`config.mk`:
```
export PLATFORM = sky130hd
export DESIGN_NAME = pcs_flow
export DESIGN_NICKNAME = d
export VERILOG_FILES = /design/src/core/pcs_pkg.sv /design/src/core/pcs_flow.sv /design/src/core/pcs_ret_stack.sv
export VERILOG_INCLUDE_DIRS = /design/src /design/src/core
export SDC_FILE = /design/constraint.sdc
export NUM_CORES = 1
export LEC_CHECK = 0
export BUFFER_PORTS_ARGS = -buffer_cell sky130_fd_sc_hd__clkbuf_2
export CORE_ASPECT_RATIO = 0.8
export CORE_MARGIN = 1.5
export CORE_UTILIZATION = 45
export CTS_BUF_LIST = sky130_fd_sc_hd__clkbuf_4
export CTS_CLUSTER_DIAMETER = 50
export DETAILED_ROUTE_END_ITERATION = 7
export GPL_ROUTABILITY_DRIVEN = 0
export PLACE_DENSITY = 0.68
export RECOVER_POWER = 25
export SETUP_SLACK_MARGIN = 0.02
export SLEW_MARGIN = 10
export SYNTH_ARGS = -nofsm -noshare
export SYNTH_HDL_FRONTEND = slang
export SYNTH_SLANG_ARGS = --single-unit
```
`constraint.sdc`:
```
create_clock -name I_SYS_CLK -period 3.25 [get_ports I_SYS_CLK]
set_input_delay 0.325 -clock I_SYS_CLK [delete_from_list [all_inputs] [get_ports I_SYS_CLK]]
set_output_delay 0.325 -clock I_SYS_CLK [all_outputs]
set_load 0.01 [all_outputs]
```
`src/core/pcs_defs.svh`:
```
// Purpose: constants for the program counter, return stack and indirect addressing
// Assumes: included by bare name
// Notes: definitions only
`ifndef PCS_DEFS_SVH
`define PCS_DEFS_SVH
// =====================================================================
// widths and reset values
`define PCS_PC_W 13
`define PCS_LOW_W 8
`define PCS_HIGH_W 5
`define PCS_DEPTH 8
`define PCS_PTR_W 3
`define PCS_PC_RST 13'h0000
`define PCS_LATCH_RST 8'h00
// =====================================================================
// field positions
`define PCS_JMP_HI_MSB 4
`define PCS_JMP_HI_LSB 3
`define PCS_JMP_W 11
`define PCS_IND_ADDR_W 9
// virtual indirect-access register, direct address within a bank
`define PCS_IND_REG_ADDR 7'h00
`define PCS_ZERO_BYTE 8'h00
`endif

```
`src/core/pcs_pkg.sv`:
```
// Purpose: types for the program counter block
// Assumes: pcs_defs.svh constants
// Notes: operation code carried from the execution unit
`include "pcs_defs.svh"
package pcs_pkg;
	// =================================================================
	// flow operations, one per executed instruction
	typedef enum logic [2:0]
	{
		PCS_OP_NONE = 3'h0,
		PCS_OP_STEP = 3'h1,
		PCS_OP_JUMP = 3'h2,
		PCS_OP_CALL = 3'h3,
		PCS_OP_RET = 3'h4,
		PCS_OP_IRQ = 3'h5,
		PCS_OP_LOW_WR = 3'h6
	} pcs_op_t;
	// request from the execution unit
	typedef struct packed
	{
		pcs_op_t op;
		logic [`PCS_JMP_W-1:0] target;
		logic [`PCS_PC_W-1:0] vector;
		logic [`PCS_LOW_W-1:0] low_data;
	} pcs_flow_req_t;
	// indirect access request
	typedef struct packed
	{
		logic rd;
		logic wr;
		logic [`PCS_LOW_W-1:0] wdata;
	} pcs_ind_req_t;
endpackage

```
`src/core/pcs_flow.sv`:
```
// Purpose: program counter, upper-address latch, return stack and indirect addressing
// Assumes: one flow operation per cycle from the execution unit
// Notes: all state on I_SYS_CLK, synchronous active-low reset
`timescale 1ns/1ps
`include "pcs_defs.svh"
// Operation
// 13-bit counter; low byte readable and writable by software.
// upper five counter bits reachable only via the latch.
// every reset clears the entire counter.
// low-byte write loads low byte and copies latch 4:0 into bits 12:8.
// jump or call takes bits 12:11 from latch 4:3.
// software bumps the latch on table rollover past 0xFF.
// eight-deep 13-bit stack, pointer hidden from software.
// call and interrupt push the counter.
// all three return kinds pop into the counter.
// push and pop leave the latch untouched.
// stack is circular; ninth push overwrites first entry.
// no overflow or underflow status exists.
// virtual indirect register has no storage; redirects via pointer.
// indirect read of the virtual register itself returns zero.
// indirect write to the virtual register itself stores nothing.
// 9-bit indirect address from pointer and bank-select bit.
// otherwise counter steps by one, wrapping over 13 bits.
// bank-select bit is the address MSB.
module pcs_flow
(
	input wire logic I_SYS_CLK,
	input wire logic I_RST_N,
	input wire pcs_pkg::pcs_flow_req_t I_FLOW,
	input wire logic I_LATCH_WR,
	input wire logic [`PCS_LOW_W-1:0] I_LATCH_DATA,
	input wire logic [`PCS_LOW_W-1:0] I_FILE_POINTER,
	input wire logic I_INDIRECT_BANK_SELECT,
	input wire pcs_pkg::pcs_ind_req_t I_IND,
	input wire logic [`PCS_LOW_W-1:0] I_MEM_RDATA,
	output logic [`PCS_PC_W-1:0] O_INSTRUCTION_POINTER,
	output logic [`PCS_LOW_W-1:0] O_COUNTER_LOW_BYTE,
	output logic [`PCS_LOW_W-1:0] O_UPPER_ADDRESS_LATCH,
	output logic [`PCS_IND_ADDR_W-1:0] O_MEM_ADDR,
	output logic O_MEM_RD,
	output logic O_MEM_WR,
	output logic [`PCS_LOW_W-1:0] O_MEM_WDATA,
	output logic [`PCS_LOW_W-1:0] O_IND_RDATA
);
	import pcs_pkg::*;
	logic [`PCS_PC_W-1:0] pc;
	logic [`PCS_PC_W-1:0] next_pc;
	logic [`PCS_LOW_W-1:0] latch;
	logic [`PCS_PC_W-1:0] stack_top;
	logic push;
	logic pop;
	logic self_ref;
	logic [`PCS_IND_ADDR_W-1:0] ind_addr;

	// =================================================================
	// return stack
	// call pushes the return address; interrupt pushes the interrupted pc
	assign push = (I_FLOW.op == PCS_OP_CALL) || (I_FLOW.op == PCS_OP_IRQ);
	assign pop = (I_FLOW.op == PCS_OP_RET);
	pcs_ret_stack #(
		.DEPTH(`PCS_DEPTH),
		.WIDTH(`PCS_PC_W)
	) u_stack (
		.i_clk(I_SYS_CLK),
		.i_rst_n(I_RST_N),
		.i_push(push),
		.i_pop(pop),
		.i_data((I_FLOW.op == PCS_OP_CALL) ? 13'(pc + 1'b1) : pc),
		.o_top(stack_top)
	);

	// =================================================================
	// next counter value, one operation per cycle
	always_comb
	begin
		next_pc = pc;
		unique case (I_FLOW.op)
			PCS_OP_NONE: next_pc = pc;
			PCS_OP_STEP: next_pc = 13'(pc + 1'b1);
			PCS_OP_JUMP, PCS_OP_CALL: next_pc = {latch[`PCS_JMP_HI_MSB:`PCS_JMP_HI_LSB],
				I_FLOW.target};
			PCS_OP_RET: next_pc = stack_top;
			PCS_OP_IRQ: next_pc = I_FLOW.vector;
			PCS_OP_LOW_WR: next_pc = {latch[`PCS_HIGH_W-1:0], I_FLOW.low_data};
			default: next_pc = pc;
		endcase
	end

	// counter register; high bits have no direct write path
	always_ff @(posedge I_SYS_CLK)
	begin
		if (!I_RST_N)
			pc <= `PCS_PC_RST;
		else
			pc <= next_pc;
	end

	// latch: written only by software, never by stack traffic
	always_ff @(posedge I_SYS_CLK)
	begin
		if (!I_RST_N)
			latch <= `PCS_LATCH_RST;
		else if (I_LATCH_WR)
			latch <= I_LATCH_DATA;
	end

	assign O_INSTRUCTION_POINTER = pc;
	assign O_COUNTER_LOW_BYTE = pc[`PCS_LOW_W-1:0];
	assign O_UPPER_ADDRESS_LATCH = latch;

	// =================================================================
	// indirect addressing; address combinational so memory sees it same cycle
	assign ind_addr = {I_INDIRECT_BANK_SELECT, I_FILE_POINTER};
	// pointer to the virtual register in any of the four banks refers to itself
	assign self_ref = (I_FILE_POINTER[6:0] == `PCS_IND_REG_ADDR);
	assign O_MEM_ADDR = ind_addr;
	assign O_MEM_RD = I_IND.rd && !self_ref;
	assign O_MEM_WR = I_IND.wr && !self_ref;
	assign O_MEM_WDATA = I_IND.wdata;
	assign O_IND_RDATA = self_ref ? `PCS_ZERO_BYTE : I_MEM_RDATA;

	// =================================================================
	// checks
	property p_reset_clears;
		@(posedge I_SYS_CLK) !I_RST_N |=> (pc == 13'h0000);
	endproperty
	a_reset_clears: assert property (p_reset_clears) else $error("pc not cleared");
	property p_low_write;
		@(posedge I_SYS_CLK) disable iff (!I_RST_N)
		I_FLOW.op == PCS_OP_LOW_WR |=>
		pc == {$past(latch[4:0]), $past(I_FLOW.low_data)};
	endproperty
	a_low_write: assert property (p_low_write) else $error("low write load wrong");
	property p_jump;
		@(posedge I_SYS_CLK) disable iff (!I_RST_N)
		I_FLOW.op == PCS_OP_JUMP |=> pc == {$past(latch[4:3]), $past(I_FLOW.target)};
	endproperty
	a_jump: assert property (p_jump) else $error("jump load wrong");
	property p_step;
		@(posedge I_SYS_CLK) disable iff (!I_RST_N)
		I_FLOW.op == PCS_OP_STEP |=> pc == 13'($past(pc) + 1'b1);
	endproperty
	a_step: assert property (p_step) else $error("step wrong");
	property p_call_ret;
		@(posedge I_SYS_CLK) disable iff (!I_RST_N)
		(I_FLOW.op == PCS_OP_CALL) ##1 (I_FLOW.op == PCS_OP_RET) |=>
		pc == 13'($past(pc, 2) + 1'b1);
	endproperty
	a_call_ret: assert property (p_call_ret) else $error("return address wrong");
	property p_irq_ret;
		@(posedge I_SYS_CLK) disable iff (!I_RST_N)
		(I_FLOW.op == PCS_OP_IRQ) ##1 (I_FLOW.op == PCS_OP_RET) |=> pc == $past(pc, 2);
	endproperty
	a_irq_ret: assert property (p_irq_ret) else $error("interrupt return wrong");
	property p_latch_kept;
		@(posedge I_SYS_CLK) disable iff (!I_RST_N)
		(push || pop) && !I_LATCH_WR |=> $stable(latch);
	endproperty
	a_latch_kept: assert property (p_latch_kept) else $error("latch changed");
	property p_self_read;
		@(posedge I_SYS_CLK) disable iff (!I_RST_N)
		I_IND.rd && self_ref |-> O_IND_RDATA == 8'h00 && !O_MEM_RD;
	endproperty
	a_self_read: assert property (p_self_read) else $error("self read not zero");
	property p_self_write;
		@(posedge I_SYS_CLK) disable iff (!I_RST_N)
		self_ref |-> !O_MEM_WR;
	endproperty
	a_self_write: assert property (p_self_write) else $error("self write stored");
	property p_addr;
		@(posedge I_SYS_CLK) disable iff (!I_RST_N)
		O_MEM_ADDR[8] == I_INDIRECT_BANK_SELECT && O_MEM_ADDR[7:0] == I_FILE_POINTER;
	endproperty
	a_addr: assert property (p_addr) else $error("indirect address wrong");
	// every load source of the counter, one property each
	property p_call_load;
		@(posedge I_SYS_CLK) disable iff (!I_RST_N)
		I_FLOW.op == PCS_OP_CALL |=> pc == {$past(latch[4:3]), $past(I_FLOW.target)};
	endproperty
	a_call_load: assert property (p_call_load) else $error("call load wrong");
	property p_irq_load;
		@(posedge I_SYS_CLK) disable iff (!I_RST_N)
		I_FLOW.op == PCS_OP_IRQ |=> pc == $past(I_FLOW.vector);
	endproperty
	a_irq_load: assert property (p_irq_load) else $error("vector load wrong");
	property p_hold;
		@(posedge I_SYS_CLK) disable iff (!I_RST_N)
		I_FLOW.op == PCS_OP_NONE |=> pc == $past(pc);
	endproperty
	a_hold: assert property (p_hold) else $error("counter moved while idle");
	// the pushed word must be the one that shows on top next cycle
	property p_push_top;
		@(posedge I_SYS_CLK) disable iff (!I_RST_N)
		I_FLOW.op == PCS_OP_CALL |=> stack_top == 13'($past(pc) + 1'b1);
	endproperty
	a_push_top: assert property (p_push_top) else $error("call pushed wrong word");
	property p_irq_top;
		@(posedge I_SYS_CLK) disable iff (!I_RST_N)
		I_FLOW.op == PCS_OP_IRQ |=> stack_top == $past(pc);
	endproperty
	a_irq_top: assert property (p_irq_top) else $error("interrupt pushed wrong word");
	property p_pop_load;
		@(posedge I_SYS_CLK) disable iff (!I_RST_N)
		I_FLOW.op == PCS_OP_RET |=> pc == $past(stack_top);
	endproperty
	a_pop_load: assert property (p_pop_load) else $error("pop load wrong");
	// ordinary pointers must reach memory untouched
	property p_ind_read;
		@(posedge I_SYS_CLK) disable iff (!I_RST_N)
		I_IND.rd && !self_ref |-> O_MEM_RD && O_IND_RDATA == I_MEM_RDATA;
	endproperty
	a_ind_read: assert property (p_ind_read) else $error("indirect read lost");
	property p_ind_write;
		@(posedge I_SYS_CLK) disable iff (!I_RST_N)
		I_IND.wr && !self_ref |-> O_MEM_WR && O_MEM_WDATA == I_IND.wdata;
	endproperty
	a_ind_write: assert property (p_ind_write) else $error("indirect write lost");
	property p_cov_call;
		@(posedge I_SYS_CLK) disable iff (!I_RST_N) I_FLOW.op == PCS_OP_CALL;
	endproperty
	c_cov_call: cover property (p_cov_call);
	property p_cov_low;
		@(posedge I_SYS_CLK) disable iff (!I_RST_N) I_FLOW.op == PCS_OP_LOW_WR;
	endproperty
	c_cov_low: cover property (p_cov_low);
	property p_cov_self;
		@(posedge I_SYS_CLK) disable iff (!I_RST_N) I_IND.rd && self_ref;
	endproperty
	c_cov_self: cover property (p_cov_self);
	property p_cov_call_ret;
		@(posedge I_SYS_CLK) disable iff (!I_RST_N)
		I_FLOW.op == PCS_OP_CALL ##1 I_FLOW.op == PCS_OP_RET;
	endproperty
	c_cov_call_ret: cover property (p_cov_call_ret);
	property p_cov_irq;
		@(posedge I_SYS_CLK) disable iff (!I_RST_N) I_FLOW.op == PCS_OP_IRQ;
	endproperty
	c_cov_irq: cover property (p_cov_irq);
endmodule

```
`src/core/pcs_ret_stack.sv`:
```
// Purpose: circular return-address stack
// Assumes: push and pop never in the same cycle
// Notes: no overflow or underflow indication by design
`timescale 1ns/1ps
`include "pcs_defs.svh"
module pcs_ret_stack #(
	parameter int DEPTH = `PCS_DEPTH,
	parameter int WIDTH = `PCS_PC_W
) (
	input wire logic i_clk,
	input wire logic i_rst_n,
	input wire logic i_push,
	input wire logic i_pop,
	input wire logic [WIDTH-1:0] i_data,
	output logic [WIDTH-1:0] o_top
);
	localparam int PW = $clog2(DEPTH);
	// refuse depths that a wrapping binary pointer cannot serve
	if (DEPTH < 2 || (1 << PW) != DEPTH)
	begin : g_bad_depth
		$error("stack depth must be a power of two");
	end
	logic [WIDTH-1:0] mem [DEPTH];
	logic [PW-1:0] ptr;
	// =================================================================
	// pointer wraps silently both ways; software cannot see it
	always_ff @(posedge i_clk)
	begin
		if (!i_rst_n)
			ptr <= '0;
		else if (i_push)
			ptr <= PW'(ptr + 1'b1);
		else if (i_pop)
			ptr <= PW'(ptr - 1'b1);
	end
	// storage needs no reset; contents after reset are don't-care
	always_ff @(posedge i_clk)
	begin
		if (i_push)
			mem[ptr] <= i_data;
	end
	assign o_top = mem[PW'(ptr - 1'b1)];
endmodule

```
==> results.ini <==
[outcome]
status = finished clean

[floorplan]
ios = 129
initial_core_util_pct = 46.86
die_area_mm2 = 0.01431
core-area_mm2 = 0.01306
placementRows = 37
die_w_um = 133.4
die_y_um = 107.3

[layout]
fin_util_pct = 52.96
multi_input_area_mm2 = 0.002110
final_layout_size_suffix_gt1_share_pct = 27.86
nets = 623
fin_area_mm2 = 0.006914
regArea_mm2 = 0.003605
diodes = 0
stdcell_count = 735
nFillCells = 1145
synthToLayoutAreaGrowth_pct = 13.03

[drt]
wl_per_cell_um = 21.07
drt_iter0_drc = 558
antenna_left = 0
via_per_inst = 5.845
wl_um = 15480
via_count = 4296
dr.pass1.iters = 8
drc = 0

[placement]
post-place-ws_ns = 0.7573
numPortBuffers = 108
dp_cells = 700
detailed_place_hpwl_um = 10560
place_area_mm2 = 0.006620

[timing]
worst_slew_pin_slew_ns = 1.136
grt_setup_unrepaired = no
setup_viol = 0
finClkSkew_ns = 0.01699
clock.fmax_mhz = 404.6
period_needed_ns = 2.472
fin_setup_tns_ns = 0
hold_viol = 0
worst_hold_slack_ns = 0.02583
drv_slew = 0
maxSlewHeadroom_pct = 24.26
layout_setup_ws_ns = 0.7783
finalCritPeriodShare_pct = 76.05

[pwr]
power_density_mw_per_mm2 = 519.2
ir_worst_vdd_uv = 393.3
p_total_mw = 3.590
p_leak_nw = 2.413

[hold_path]
hp-class = input port to flip-flop
min_from = I_LATCH_DATA[4]
hold_depth = 3
holdPathEnd = O_UPPER_ADDRESS_LATCH[4]$_SDFFE_PN0P_

[worst_setup_path]
crit_arrival_ns = 2.92
endpoint_kind = flip-flop
cp_max_fo = 9
startpoint_type = flip-flop
r2r_end = O_INSTRUCTION_POINTER[5]$_SDFFE_PN0P_
slowest_stage = and2_1
path_delay_family = simple AND/OR/NAND/NOR gates
reg2reg_depth = 6
path_cells = inv_1, ha_1, xnor2_1, and2_1, a22oi_2, a2111oi_2
critical_path_class = flip-flop to flip-flop
required_ns = 3.70
crit_buf_inv = 1
r2r-start = u_stack.ptr[1]$_SDFFE_PN0P_
max_stage_delay_ns = 0.52
r2r_slack_ns = 0.78

[clock_network]
cts_resized = 0
cts_tree = built
cts.sinks = 128
cts.reportedPaths.clkPinSlew_ns = 0.12
htree_levels = 4
cts.path.max_buffers = 2
cts_made_buffers = 17
clock_latency_ns = 0.55
root_buffer = clkbuf_4

[global_route]
grt_pass1_vias = 4160
antenna_found_initial = 0
track_usage_pct = 22.43
grt_pass1_wl_um = 23580
grt_overflow_total = 0
grt_max_degree = 29

[synthesis]
synth_seq_cells = 128
synth_edf_count = 104
syn_inst = 460
synthesis.nets = 536
avgSynthCellArea_um2 = 13.30
synthFlopType = edfxtp_1
ys_warn_count = 0
netlist_area_mm2 = 0.006117
synth_seq_area_share_pct = 58.91
synthArstFlopShare_pct = 0
synth_cell_type_count = 50

[run]
maxCapViolCount = 0

power breakdown:
part | leakage, nW | total (mW) | internal (mW) | switching (mW)
combinational | 1.10 | 0.512 | 0.218 | 0.294
sequential | 1.15 | 1.90 | 1.84 | 0.0581
clock | 0.157 | 1.18 | 0.542 | 0.637
total | 2.41 | 3.59 | 2.60 | 0.989
worst max path at each step:
stage | startpoint | end | slack (ns) | depth (start not counted)
2_1_floorplan | I_FLOW[34] | u_stack.mem[1][0]$_DFFE_PP_ | 0.80 | 6
3_3_place_gp | I_FLOW[32] | O_INSTRUCTION_POINTER[5]$_SDFFE_PN0P_ | 0.78 | 6
3_5_place_dp | I_FLOW[32] | O_INSTRUCTION_POINTER[5]$_SDFFE_PN0P_ | 0.76 | 6
4_1_cts | u_stack.ptr[1]$_SDFFE_PN0P_ | O_INSTRUCTION_POINTER[5]$_SDFFE_PN0P_ | 0.77 | 6
5_1_grt | O_INSTRUCTION_POINTER[0]$_SDFFE_PN0P_ | u_stack.mem[3][10]$_DFFE_PP_ | 0.60 | 5
6_report | u_stack.ptr[1]$_SDFFE_PN0P_ | O_INSTRUCTION_POINTER[5]$_SDFFE_PN0P_ | 0.78 | 6
kinds of logic after synthesis:
family                   synth area share [%]
XOR/XNOR                                2.843
multiplexers                            11.07
AND/OR/NAND/NOR                         10.37
flip-flops                              58.91
buffers and inverters                   6.770
AO/OA/AOI/OAI                           9.429
adder cells (fa/ha/maj)                0.6137
sequential cells by signal (all words and copies together), names as in the netlist:
register and flops:
O_INSTRUCTION_POINTER 13, u_stack.mem 104, O_UPPER_ADDRESS_LATCH 8, u_stack.ptr 3
cell usage in the layout (no fill, tap or decap), types with 4 or more instances in the layout:
cell	n
clkinv_4	5
mux4_2	26
xnor2_1	15
clkbuf_1	38
nand2_1	25
edfxtp_1	104
nor2_1	28
nand3_1	19
and2_1	12
a211oi_1	7
o211ai_1	6
a21oi_1	26
mux2i_1	8
or2_2	4
and4_1	6
a22oi_1	9
and2_0	4
clkbuf_4	17
dfxtp_1	23
clkbuf_2	71
buf_4	16
nand4_1	7
o21ai_0	23
inv_1	5
tightest hold or removal path: stages:
cell	delay (ns)
clkbuf_2	0.08
mux2i_1	0.05
nor2_1	0.07
layout make-up:
| cell class | count | area share (%) |
|---|---|---|
| clock buffer | 17 | 1.846 |
| timing repair buffer | 128 | 9.374 |
| sequential | 128 | 52.14 |
| clock inverter | 15 | 2.696 |
| tap | 175 | 3.167 |
| inverter | 5 | 0.2714 |
| multi-input combinational | 267 | 30.51 |
cell usage after synthesis (8+ instances only):
cell type	number	area share, %
nand3_1	19	1.6
buf_4	30	3.7
mux2i_1	8	1.3
mux4_2	26	9.6
clkbuf_1	8	0.49
buf_2	15	1.2
nor2_1	28	1.7
xnor2_1	15	2.1
nand2_1	25	1.5
and2_1	16	1.6
edfxtp_1	104	51
dfxtp_1	24	7.9
a22oi_1	9	1.1
a21oi_1	26	2.1
o21ai_0	23	1.9
what timing repair did:
action,in CTS,in global routing
hold buffers,3,0
hold endpoints to repair,3,0
setup buffers,0,0
per-layer routing:
| metal | GRT usage [%] | up-vias | share of wire [%] |
|---|---|---|---|
| met1 | 31.98 | 2104 | 41 |
| met5 | 0 | - | 0 |
| met3 | 4.708 | 41 | 11 |
| met2 | 33.38 | 250 | 46 |
| li1 | - | 1901 | - |
| met4 | 9.860 | 0 | 2.3 |
No activity file was read; power rests on OpenSTA's default activity.
